## src/csr_pkg.sv

```systemverilog
// Constants shared by the chip-select and ready generator
package csr_pkg;
  // ---------------------------------------------------------------
  // Control block offsets (byte offsets inside the 256-byte block)
  // ---------------------------------------------------------------
  localparam logic [7:0]  CSR_OFF_UPPER  = 8'hA0;
  localparam logic [7:0]  CSR_OFF_LOWER  = 8'hA2;
  localparam logic [7:0]  CSR_OFF_PERIPH = 8'hA4;
  localparam logic [7:0]  CSR_OFF_MIDBAS = 8'hA6;
  localparam logic [7:0]  CSR_OFF_MIDCTL = 8'hA8;
  localparam logic [7:0]  CSR_OFF_COPROC = 8'hAA;
  localparam logic [7:0]  CSR_OFF_RELOC  = 8'hFE;
  // ---------------------------------------------------------------
  // Reset values
  // ---------------------------------------------------------------
  localparam logic [15:0] CSR_UPPER_RST  = 16'hFFFB;
  localparam logic [15:0] CSR_RELOC_RST  = 16'h20FF;
  localparam logic [15:0] CSR_ZERO16     = 16'h0000;
  // ---------------------------------------------------------------
  // Field positions
  // ---------------------------------------------------------------
  localparam int CSR_RDY_IGN_BIT  = 2;
  localparam int CSR_ADDR_LSB     = 6;
  localparam int CSR_MID_BASE_LSB = 9;
  localparam int CSR_MID_SIZE_LSB = 8;
  localparam int CSR_PER_IO_BIT   = 5;
  localparam int CSR_RELOC_IO_BIT = 12;
  localparam int CSR_MID_BLK_SH   = 13;
  localparam int CSR_PER_BLK_SH   = 7;
  localparam logic [2:0]  CSR_PER_LAST = 3'h7;
  localparam int CSR_NUM_PER      = 7;
  localparam int CSR_NUM_MID      = 4;
  localparam int CSR_SYNC_STAGES  = 3;
  // Bus cycle originator
  typedef enum logic [1:0] {
    CSR_SRC_CPU     = 2'b00,
    CSR_SRC_DMA     = 2'b01,
    CSR_SRC_REFRESH = 2'b10
  } csr_src_type;
  // Ready generator states
  typedef enum logic [1:0] {
    CSR_WS_IDLE = 2'b00,
    CSR_WS_WAIT = 2'b01,
    CSR_WS_DONE = 2'b10
  } csr_ws_type;
endpackage

```

## src/csr_chip_select.sv

```systemverilog
// Chip-select and ready generation logic with its control registers
`timescale 1ns/1ps
module csr_chip_select #(
  parameter int NUM_PER = 7
) (
  input  wire logic        clk,
  input  wire logic        srst,
  // Control register port
  input  wire logic        reg_wr,
  input  wire logic        reg_rd,
  input  wire logic [7:0]  reg_offset,
  input  wire logic [15:0] reg_wdata,
  output logic [15:0]      reg_rdata,
  // Bus cycle from the bus interface unit
  input  wire logic        cyc_start,
  input  wire logic        cyc_active,
  input  wire logic [19:0] cyc_addr,
  input  wire logic        cyc_io,
  input  wire logic [1:0]  cyc_src,
  output logic             ctl_block_claim,
  output logic             ready_out,
  input  wire logic        ext_ready_pin,
  input  wire logic        enhanced_mode,
  // Select pins
  output logic             upper_mem_select_n_o,
  output logic             upper_mem_select_n_oe_n,
  input  wire logic        upper_mem_select_n_i,
  output logic             lower_mem_select_n_o,
  output logic             lower_mem_select_n_oe_n,
  input  wire logic        lower_mem_select_n_i,
  output logic [3:0]       mid_mem_select_n_o,
  output logic [3:0]       mid_mem_select_n_oe_n,
  input  wire logic [1:0]  mid_mem_select_n_i,
  output logic [NUM_PER-1:0] periph_select_n_o,
  output logic             periph_select_n_oe_n,
  output logic [1:0]       latched_addr_o,
  output logic             coproc_ext_request,
  output logic             coproc_error,
  output logic             pin_float_test_mode,
  output logic             pullup_en
);
  // ---------------------------------------------------------------
  // Register file
  // ---------------------------------------------------------------
  logic [15:0] upper_region_select_control_reg;
  logic [15:0] upper_region_select_control_next;
  logic [15:0] lower_ctl_reg;
  logic [15:0] lower_ctl_next;
  logic [15:0] periph_ctl_reg;
  logic [15:0] periph_ctl_next;
  logic [15:0] mid_base_reg;
  logic [15:0] mid_base_next;
  logic [15:0] mid_ctl_reg;
  logic [15:0] mid_ctl_next;
  logic [15:0] coproc_ctl_reg;
  logic [15:0] coproc_ctl_next;
  logic [15:0] reloc_reg;
  logic [15:0] reloc_next;
  logic [2:0]  prog_reg;
  logic [2:0]  prog_next;
  logic [15:0] rdata_reg;
  logic [15:0] rdata_next;

  always_comb begin
    upper_region_select_control_next = upper_region_select_control_reg;
    lower_ctl_next  = lower_ctl_reg;
    periph_ctl_next = periph_ctl_reg;
    mid_base_next   = mid_base_reg;
    mid_ctl_next    = mid_ctl_reg;
    coproc_ctl_next = coproc_ctl_reg;
    reloc_next      = reloc_reg;
    prog_next       = prog_reg;
    rdata_next      = rdata_reg;
    if (reg_wr) begin
      case (reg_offset)
        csr_pkg::CSR_OFF_UPPER:  upper_region_select_control_next = reg_wdata;
        csr_pkg::CSR_OFF_LOWER: begin
          lower_ctl_next = reg_wdata;
          prog_next[0]   = 1'b1;
        end
        csr_pkg::CSR_OFF_PERIPH: begin
          periph_ctl_next = reg_wdata;
          prog_next[1]    = 1'b1;
        end
        csr_pkg::CSR_OFF_MIDBAS: mid_base_next = reg_wdata;
        csr_pkg::CSR_OFF_MIDCTL: begin
          mid_ctl_next = reg_wdata;
          prog_next[2] = 1'b1;
        end
        csr_pkg::CSR_OFF_COPROC: begin
          if (enhanced_mode) begin
            coproc_ctl_next = reg_wdata;
          end
        end
        csr_pkg::CSR_OFF_RELOC:  reloc_next = reg_wdata;
        default: begin
        end
      endcase
    end
    if (reg_rd) begin
      case (reg_offset)
        csr_pkg::CSR_OFF_UPPER:  rdata_next = upper_region_select_control_reg;
        csr_pkg::CSR_OFF_LOWER:  rdata_next = lower_ctl_reg;
        csr_pkg::CSR_OFF_PERIPH: rdata_next = periph_ctl_reg;
        csr_pkg::CSR_OFF_MIDBAS: rdata_next = mid_base_reg;
        csr_pkg::CSR_OFF_MIDCTL: rdata_next = mid_ctl_reg;
        csr_pkg::CSR_OFF_COPROC: rdata_next = enhanced_mode ? coproc_ctl_reg
                                                         : csr_pkg::CSR_ZERO16;
        csr_pkg::CSR_OFF_RELOC:  rdata_next = reloc_reg;
        default:                 rdata_next = csr_pkg::CSR_ZERO16;
      endcase
    end
    if (srst) begin
      upper_region_select_control_next = csr_pkg::CSR_UPPER_RST;
      lower_ctl_next  = csr_pkg::CSR_ZERO16;
      periph_ctl_next = csr_pkg::CSR_ZERO16;
      mid_base_next   = csr_pkg::CSR_ZERO16;
      mid_ctl_next    = csr_pkg::CSR_ZERO16;
      coproc_ctl_next = csr_pkg::CSR_ZERO16;
      reloc_next      = csr_pkg::CSR_RELOC_RST;
      prog_next       = 3'h0;
      rdata_next      = csr_pkg::CSR_ZERO16;
    end
  end

  always_ff @(posedge clk) begin
    upper_region_select_control_reg <= upper_region_select_control_next;
    lower_ctl_reg  <= lower_ctl_next;
    periph_ctl_reg <= periph_ctl_next;
    mid_base_reg   <= mid_base_next;
    mid_ctl_reg    <= mid_ctl_next;
    coproc_ctl_reg <= coproc_ctl_next;
    reloc_reg      <= reloc_next;
    prog_reg       <= prog_next;
    rdata_reg      <= rdata_next;
  end

  assign reg_rdata = rdata_reg;

  // ---------------------------------------------------------------
  // Address decode
  // ---------------------------------------------------------------
  // Mask keeping address bits at or above the mid block size
  function automatic logic [19:0] mid_mask(input logic [2:0] size_code);
    logic [19:0] m;
    m = 20'hFFFFF;
    for (int k = 0; k < 7; k++) begin
      if (3'(k) < size_code) begin
        m[csr_pkg::CSR_MID_BLK_SH + k] = 1'b0;
      end
    end
    m[csr_pkg::CSR_MID_BLK_SH-1:0] = '0;
    return m;
  endfunction

  logic [19:0] mid_base_addr;
  logic [19:0] mid_msk;
  logic [2:0]  mid_code;
  logic [1:0]  mid_quarter;
  logic        mem_cyc;
  logic        hit_upper;
  logic        hit_lower;
  logic        hit_mid;
  logic        hit_per;
  logic [2:0]  per_index;
  logic        hit_any;
  logic [1:0]  wait_sel;
  logic        ign_sel;

  assign mem_cyc   = !cyc_io;
  // Refresh, DMA and CPU cycles decode alike
  assign hit_upper = mem_cyc && (cyc_addr[19:10] >=
    upper_region_select_control_reg[15:csr_pkg::CSR_ADDR_LSB]);
  assign hit_lower = mem_cyc && prog_reg[0] && (cyc_addr[19:10] <=
    lower_ctl_reg[15:csr_pkg::CSR_ADDR_LSB]);
  assign mid_code  = mid_ctl_reg[csr_pkg::CSR_MID_SIZE_LSB +: 3];
  assign mid_msk   = mid_mask(mid_code);
  assign mid_base_addr = {mid_base_reg[15:csr_pkg::CSR_MID_BASE_LSB],
                          13'h0000};
  assign hit_mid   = mem_cyc && prog_reg[2] && !hit_upper && !hit_lower &&
    ((cyc_addr & mid_msk) == (mid_base_addr & mid_msk));
  // Quarter of the block picks one of four lines
  assign mid_quarter = 2'((cyc_addr & ~mid_msk) >>
                       (csr_pkg::CSR_MID_BLK_SH - 2 + int'(mid_code)));
  assign per_index = cyc_addr[9:7];
  assign hit_per   = prog_reg[1] &&
    (cyc_io == periph_ctl_reg[csr_pkg::CSR_PER_IO_BIT]) &&
    (cyc_addr[19:10] == periph_ctl_reg[15:csr_pkg::CSR_ADDR_LSB]) &&
    (per_index != csr_pkg::CSR_PER_LAST);
  assign hit_any   = hit_upper || hit_lower || hit_mid || hit_per;

  // Control block claim in its chosen space
  assign ctl_block_claim = cyc_active && (cyc_src != 2'(csr_pkg::CSR_SRC_REFRESH))
    && (cyc_io == reloc_reg[csr_pkg::CSR_RELOC_IO_BIT])
    && (cyc_addr[19:8] == {reloc_reg[11:0]});

  always_comb begin
    wait_sel = 2'h0;
    ign_sel  = 1'b0;
    if (hit_upper) begin
      wait_sel = upper_region_select_control_reg[1:0];
      ign_sel  = upper_region_select_control_reg[csr_pkg::CSR_RDY_IGN_BIT];
    end else if (hit_lower) begin
      wait_sel = lower_ctl_reg[1:0];
      ign_sel  = lower_ctl_reg[csr_pkg::CSR_RDY_IGN_BIT];
    end else if (hit_mid) begin
      wait_sel = mid_ctl_reg[1:0];
      ign_sel  = mid_ctl_reg[csr_pkg::CSR_RDY_IGN_BIT];
    end else if (hit_per) begin
      wait_sel = periph_ctl_reg[1:0];
      ign_sel  = periph_ctl_reg[csr_pkg::CSR_RDY_IGN_BIT];
    end
  end

  // ---------------------------------------------------------------
  // Pin synchronisers
  // ---------------------------------------------------------------
  logic ext_ready_s;
  logic upper_pin_s;
  logic lower_pin_s;
  logic mid0_pin_s;
  logic mid1_pin_s;

  csr_pin_sync #(.RST_VAL(1'b1)) u_sync_rdy (
    .clk(clk), .srst(1'b0), .pin_in(ext_ready_pin), .level_out(ext_ready_s));
  csr_pin_sync #(.RST_VAL(1'b1)) u_sync_up (
    .clk(clk), .srst(1'b0), .pin_in(upper_mem_select_n_i),
    .level_out(upper_pin_s));
  csr_pin_sync #(.RST_VAL(1'b1)) u_sync_lo (
    .clk(clk), .srst(1'b0), .pin_in(lower_mem_select_n_i),
    .level_out(lower_pin_s));
  csr_pin_sync #(.RST_VAL(1'b0)) u_sync_m0 (
    .clk(clk), .srst(srst), .pin_in(mid_mem_select_n_i[0]),
    .level_out(mid0_pin_s));
  csr_pin_sync #(.RST_VAL(1'b0)) u_sync_m1 (
    .clk(clk), .srst(srst), .pin_in(mid_mem_select_n_i[1]),
    .level_out(mid1_pin_s));

  csr_wait_gen u_wait (
    .clk(clk), .srst(srst), .cyc_start(cyc_start), .cyc_active(cyc_active),
    .hit(hit_any), .wait_count(wait_sel), .ignore_ext(ign_sel),
    .ext_ready(ext_ready_s), .ready_out(ready_out));

  // ---------------------------------------------------------------
  // Select outputs, latched address, float strap
  // ---------------------------------------------------------------
  logic                 up_reg;
  logic                 up_next;
  logic                 lo_reg;
  logic                 lo_next;
  logic [3:0]           mid_reg;
  logic [3:0]           mid_next;
  logic [NUM_PER-1:0]   per_reg;
  logic [NUM_PER-1:0]   per_next;
  logic [1:0]           la_reg;
  logic [1:0]           la_next;
  logic                 rst_d_reg;
  logic                 float_reg;
  logic                 float_next;
  logic [1:0]           cop_reg;
  logic [1:0]           cop_next;

  always_comb begin
    up_next    = 1'b1;
    lo_next    = 1'b1;
    mid_next   = 4'hF;
    per_next   = '1;
    la_next    = la_reg;
    float_next = float_reg;
    cop_next   = {mid1_pin_s, mid0_pin_s};
    if (cyc_start) begin
      la_next = cyc_addr[2:1];
    end
    if (cyc_active) begin
      up_next = !hit_upper;
      lo_next = !hit_lower;
      if (hit_mid) begin
        mid_next[mid_quarter] = 1'b0;
      end
      if (hit_per) begin
        per_next[per_index] = 1'b0;
      end
    end
    // Numeric unit select: enhanced I/O cycles to the coprocessor window
    if (enhanced_mode) begin
      mid_next[3] = !(cyc_active && cyc_io && coproc_ctl_reg[0] &&
                      (cyc_addr[15:8] == coproc_ctl_reg[15:8]));
    end
    // Strap sampled on the first edge after reset release
    if (rst_d_reg && !srst) begin
      float_next = !upper_pin_s && !lower_pin_s;
    end
    if (srst) begin
      up_next  = 1'b1;
      lo_next  = 1'b1;
      mid_next = 4'hF;
      per_next = '1;
      la_next  = 2'h0;
      cop_next = 2'h0;
    end
  end

  always_ff @(posedge clk) begin
    up_reg    <= up_next;
    lo_reg    <= lo_next;
    mid_reg   <= mid_next;
    per_reg   <= per_next;
    la_reg    <= la_next;
    rst_d_reg <= srst;
    float_reg <= float_next;
    cop_reg   <= cop_next;
  end

  assign upper_mem_select_n_o    = up_reg;
  assign lower_mem_select_n_o    = lo_reg;
  assign mid_mem_select_n_o      = mid_reg;
  assign periph_select_n_o       = per_reg;
  assign latched_addr_o          = la_reg;
  assign coproc_ext_request      = cop_reg[0];
  assign coproc_error            = cop_reg[1];
  assign pin_float_test_mode     = float_reg;
  // Strap pins rest on their pull-ups in reset so the strap can be seen
  assign pullup_en               = srst;
  assign upper_mem_select_n_oe_n = float_reg || srst;
  assign lower_mem_select_n_oe_n = float_reg || srst;
  assign periph_select_n_oe_n    = float_reg;
  // In enhanced mode lines 0 and 1 become inputs
  assign mid_mem_select_n_oe_n   = {float_reg, float_reg,
                                    float_reg || enhanced_mode,
                                    float_reg || enhanced_mode};
endmodule

```

## src/csr_pin_sync.sv

```systemverilog
// Three-stage synchroniser for an input pin, change taken on agreement
`timescale 1ns/1ps
module csr_pin_sync #(
  parameter logic RST_VAL = 1'b1
) (
  input  wire logic clk,
  input  wire logic srst,
  input  wire logic pin_in,
  output logic      level_out
);
  logic [2:0] stage_reg;
  logic [2:0] stage_next;
  logic       level_reg;
  logic       level_next;

  always_comb begin
    stage_next = {stage_reg[1:0], pin_in};
    level_next = level_reg;
    if (stage_reg[1] == stage_reg[2]) begin
      level_next = stage_reg[2];
    end
    if (srst) begin
      stage_next = {3{RST_VAL}};
      level_next = RST_VAL;
    end
  end

  always_ff @(posedge clk) begin
    stage_reg <= stage_next;
    level_reg <= level_next;
  end

  assign level_out = level_reg;
endmodule

```

## src/csr_wait_gen.sv

```systemverilog
// Wait-state counter and ready combiner for one bus cycle
`timescale 1ns/1ps
module csr_wait_gen (
  input  wire logic       clk,
  input  wire logic       srst,
  input  wire logic       cyc_start,
  input  wire logic       cyc_active,
  input  wire logic       hit,
  input  wire logic [1:0] wait_count,
  input  wire logic       ignore_ext,
  input  wire logic       ext_ready,
  output logic            ready_out
);
  csr_pkg::csr_ws_type state_reg;
  csr_pkg::csr_ws_type state_next;
  logic [1:0]          cnt_reg;
  logic [1:0]          cnt_next;
  logic                ign_reg;
  logic                ign_next;

  always_comb begin
    state_next = state_reg;
    cnt_next   = cnt_reg;
    ign_next   = ign_reg;
    case (state_reg)
      csr_pkg::CSR_WS_IDLE: begin
        if (cyc_start && hit) begin
          cnt_next   = wait_count;
          ign_next   = ignore_ext;
          state_next = (wait_count == 2'h0) ? csr_pkg::CSR_WS_DONE
                                            : csr_pkg::CSR_WS_WAIT;
        end
      end
      csr_pkg::CSR_WS_WAIT: begin
        cnt_next = cnt_reg - 2'h1;
        if (cnt_reg == 2'h1) begin
          state_next = csr_pkg::CSR_WS_DONE;
        end
      end
      csr_pkg::CSR_WS_DONE: begin
        state_next = csr_pkg::CSR_WS_DONE;
      end
      default: begin
        state_next = csr_pkg::CSR_WS_IDLE;
      end
    endcase
    if (!cyc_active || srst) begin
      state_next = csr_pkg::CSR_WS_IDLE;
      cnt_next   = 2'h0;
      ign_next   = 1'b0;
    end
  end

  always_ff @(posedge clk) begin
    state_reg <= state_next;
    cnt_reg   <= cnt_next;
    ign_reg   <= ign_next;
  end

  // Programmed waits elapsed, then external ready if it is factored in
  assign ready_out = (state_reg == csr_pkg::CSR_WS_DONE) &&
                     (ign_reg || ext_ready);
endmodule
```

## config.mk

```make
export PLATFORM = sky130hd
export DESIGN_NAME = csr_chip_select
export DESIGN_NICKNAME = d
export VERILOG_FILES = /design/src/csr_pkg.sv /design/src/csr_chip_select.sv /design/src/csr_pin_sync.sv /design/src/csr_wait_gen.sv
export SDC_FILE = /design/constraint.sdc
export NUM_CORES = 1
export LEC_CHECK = 0
export BUFFER_PORTS_ARGS = -buffer_cell sky130_fd_sc_hd__buf_2
export CORE_ASPECT_RATIO = 0.6
export CORE_UTILIZATION = 43
export DETAILED_ROUTE_END_ITERATION = 10
export GPL_TIMING_DRIVEN = 0
export PLACE_DENSITY = 0.7
export SYNTH_ARGS = -nofsm -noshare
export SYNTH_HDL_FRONTEND = slang
export SYNTH_SLANG_ARGS = --single-unit
```

## constraint.sdc

```tcl
create_clock -name clk -period 7.2 [get_ports clk]
set_input_delay 0.72 -clock clk [delete_from_list [all_inputs] [get_ports clk]]
set_output_delay 0.72 -clock clk [all_outputs]
set_load 0.1 [all_outputs]
```

# Word level (Yosys, flattened, before mapping)
# Cells that the tools add are included.
# W data, S select, Z words.
# classes
addsub	2
order_cmp	13
n_eq_ne	25
shift	1
n_mux	30
n_bitwise	9
reduce_logical	53
# ops
op	count
$pmux W16 S7	1
$and A20 B20 Y20	3
$eq A8 B8 Y1 const B	7
$logic_and A1 B1 Y1	22
$eq A20 B20 Y1	1
$not A20 Y20	1
$shr A20 B5 Y2	1
$reduce_and A2 Y1	9
$mux W16	1
$mux W2	8
$mux W1	14
$eq A12 B12 Y1	1
$eq A10 B10 Y1	1
$ge A10 B10 Y1	1
$le A10 B10 Y1	1
$lt A3 B3 Y1 const A	3
$eq A8 B8 Y1	1
$logic_not A1 Y1	8
$mux W4	2
$eq A1 B1 Y1	7
$logic_or A1 B1 Y1	7
$not A7 Y7	1
$lt A1 B3 Y1 const A	2
$lt A2 B3 Y1 const A	2
other kinds (22)	28
# totals
reg_bits	175
input_bits	59
output_inout_bits	44

# Longest topological paths before layout
# depth
depth_word	13
ltp_mapped	10
mapped_depth_nobuf	10

# By module
# Synthesis repeated with hierarchy kept, for this count alone.
# unflattened
hier_cells	1029
hier_area_um2	8371.8
# modules_own_cells
mod	n_inst	cells_each	area_per_inst_um2	seq_area_each_um2
csr_chip_select	1	936	7395.8	3012.9
csr_wait_gen	1	43	405.4	100.1
csr_pin_sync (u_sync_lo ...)	3	10	115.1	80.1
csr_pin_sync (u_sync_m0 ...)	2	10	112.6	80.1

# Worst setup path before layout
# No wires, ideal clock.
# synth_path
kind	input to output
from	in cyc_addr[15]
to	out ctl_block_claim
arrival_time_ps	4059
setup_slack_ps	2421
path_stages	4
n_path_buf	1
cell_sequence	clkbuf_1 -> xnor2_1 -> nand4_1 -> nor4_1
# synth_via
elab_chain_cells	2
# synth_rtl
element	line_no	text
start, declared	csr_chip_select.sv:17	input wire logic [19:0] cyc_addr,
$eq A12 B12 Y1	csr_chip_select.sv:195	&& (cyc_addr[19:8] == {reloc_reg[11:0]});
$logic_and A1 B1 Y1	csr_chip_select.sv:195	
end, declared	csr_chip_select.sv:20	output logic ctl_block_claim,
# No other way between the ends.

# Worst setup path after layout
# layout_path
from	in srst
to	out upper_mem_select_n_oe_n
# layout_via
elab_chain_cells	1
# layout_rtl
element	line_no	text
start, declared	csr_chip_select.sv:7	input wire logic srst,
$logic_or A1 B1 Y1	csr_chip_select.sv:324	assign upper_mem_select_n_oe_n = float_reg || srst;
end, declared	csr_chip_select.sv:26	output logic upper_mem_select_n_oe_n,
# No other way between the ends.

==> flow_summary.toml <==
[power_and_ir_drop]
power_density_mw_per_mm2 = 224
leakagePower_nw = 3.44
vdd_drop_max_mv = 0.145

[timing]
rsz0062_at_grt = "no"
slew_headroom_pct = 26.8
finClkSkew_ns = 0.0136
fin_tns_setup_ns = 0
holdWs_ns = 0.331
worst_slack_ns = 3.91
min_period_ns = 3.29
fin_crit_sh_pct = 45.7
slew_viol_final = 0
final-hold-violation-count = 0
worstMarginPinSlew_ns = 1.09
setup_viol = 0
fmax_mhz = 304

[clock_network]
ctsRootBufferMaster = "clkbuf_16"
cts_sinks = 175
clk_pin_slew_ns = 0.07
cts_max_level = 4
numCtsBuffers = 17
cts_setup_buffers = 0
postCtsHoldBufs = 0
cts_tree = "built"
clk_path_buf_depth = 2
cts_resized = 0
insertion_delay_ns = 0.45

[floorplan]
core_mm2 = 0.0181
die_w_um = 178
io_pins = 103
die_area_mm2 = 0.0191
row_count = 38
initial_core_util_pct = 44.0
fp.dieH_um = 107

[routing]
via_per_inst = 5.79
num_vias = 7667
firstDrtPassIters = 7
antenna_left = 0
dr.first_iter.drc_count = 1389
drc = 0
routed_wl_um = 27800
wl_per_cell_um = 20.9

[logic_synthesis]
syn_inst = 960
synth_compound_area_share_pct = 16.8
avgSynthCellArea_um2 = 8.29
netlist.area_leader.share_pct = 43.0
synth_fa_ha_area_share_pct = 3.93
yosys_warnings = 0
yosysTopAreaCell = "dfxtp_1"
ys.flop_type = "dfxtp_1"
synth_top_family_by_area = "simple AND/OR/NAND/NOR gates"
async_flop_share_pct = 0
synth-simple-area-share_pct = 23.1
synth_edf_count = 4
synth_area_mm2 = 0.00796
seq_area_frac_synth_pct = 44.5
synth_fp_nets = 1044
synth_xor_area_share_pct = 4.62
synth-seq-cells = 175
synth_mux_area_share_pct = 1.95
yosysUniqueCellTypes = 56
synth.area.top_cells = "dfxtp_1 (43%), nand2_1 (11%), a21oi_1 (7.7%)"

[min_path]
hold_path.class = "flip-flop to flip-flop"

[place]
place_area_mm2 = 0.00872
dp_slack_ns = 3.72
io_buffers = 93
gp_congestion = 1.01
placedCellCount = 1293
hpwl_um = 20600

[layout]
syn_to_final_growth_pct = 17.5
num_antenna_cells = 0
drive_above_1_share_pct = 14.3
nNetsFinal = 1156
final_common_cell = "nand2_1"
most-common-layout-cells = "nand2_1 (230), dfxtp_1 (171), a21oi_1 (122)"
fin_area_mm2 = 0.00935
fin_cells = 1325

[worst_setup_path]
required_ns = 6.48
arrival_ns = 2.57
cp-end-kind = "output port"
cp_max_fo = 10
worst-setup-path-type = "input port to output port"
start_kind = "input port"

[global_routing]
first_global_vias = 6673
grt_antenna_before_repair = 0
grt_max_degree = 20
grt_pass1_wl_um = 40800
gr-usage-all-layers_pct = 29.5
grt_overflow_total = 0

[flow_run]
maxCapViolCount = 0

[status]
status = "finished clean"
-- cells in the mapped netlist (5+ instances only) --
master	n
xnor2_1	37
ha_1	25
a31oi_1	19
buf_2	8
nor2b_1	13
nor2_1	31
inv_1	32
dfxtp_1	171
nand3b_1	27
a21oi_1	122
clkbuf_1	48
nand2b_1	9
a22oi_1	31
nand2_1	230
nor3_1	6
nand4_1	10
buf_4	7
a222oi_1	15
mux2i_1	8
o21ai_0	7
nand3_1	42
and2_1	6
xor2_1	5
-- where the power goes --
group,leakage [nW],internal [mW],total [mW],switching (mW)
registers,1.42,0.979,0.982,0.00368
logic,1.71,0.0409,0.146,0.105
clock network,0.302,0.503,0.963,0.460
total,3.44,1.52,2.09,0.569
-- metal layers --
metal / up-vias / part of all wire [%] / global-route usage (%)
li1: 3541 / - / -
met1: 3553 / 45 / 44.0
met2: 527 / 37 / 37.2
met3: 46 / 17 / 13.0
met4: 0 / 1.7 / 7.39
met5: - / 0 / 0
-- logic make-up after synthesis --
family,count (synthesis)
AND/OR/NAND/NOR,394
AO/OA/AOI/OAI,215
flip-flops,175
buffers and inverters,98
XOR/XNOR,42
adder cells (fa/ha/maj),25
multiplexers,11
-- worst max-delay path: stages --
cell      delay, ns
buf_2          0.16
clkbuf_1       0.46
clkbuf_1       0.50
or2_2          0.22
buf_4          0.09
buf_2          0.41
-- metrics by stage --
| stage | utilization, % | power (mW) |
|---|---|---|
| 6_report | 51.7 | 2.09 |
| 2_1_floorplan | - | 1.08 |
| 5_1_grt | 51.7 | 2.14 |
| 4_1_cts | 51.7 | 2.09 |
| 3_3_place_gp | 48.3 | 1.14 |
| 3_5_place_dp | 48.3 | 1.15 |
-- cell type report --
class                      count  area (um2)
inverter                      32         120
clock inverter                15         198
timing repair buffer          93         465
multi-input combinational    687        4010
fill                        1766        8720
sequential                   175        3540
clock buffer                  17         425
buffer                        66         285
tap                          240         300
-- path summary, 6_finish.rpt --
kind	from	to	slack, ns	cells after the start
max	srst	upper_mem_select_n_oe_n	3.91	6
min	u_sync_lo.stage_reg[0]	u_sync_lo.stage_reg[1]	0.33	0
max reg2reg	lower_ctl_reg[15]	u_wait.state_reg[0]	4.19	9
min reg2reg	u_sync_lo.stage_reg[0]	u_sync_lo.stage_reg[1]	0.33	0
Note: power is estimated with default switching activity, not from simulation.
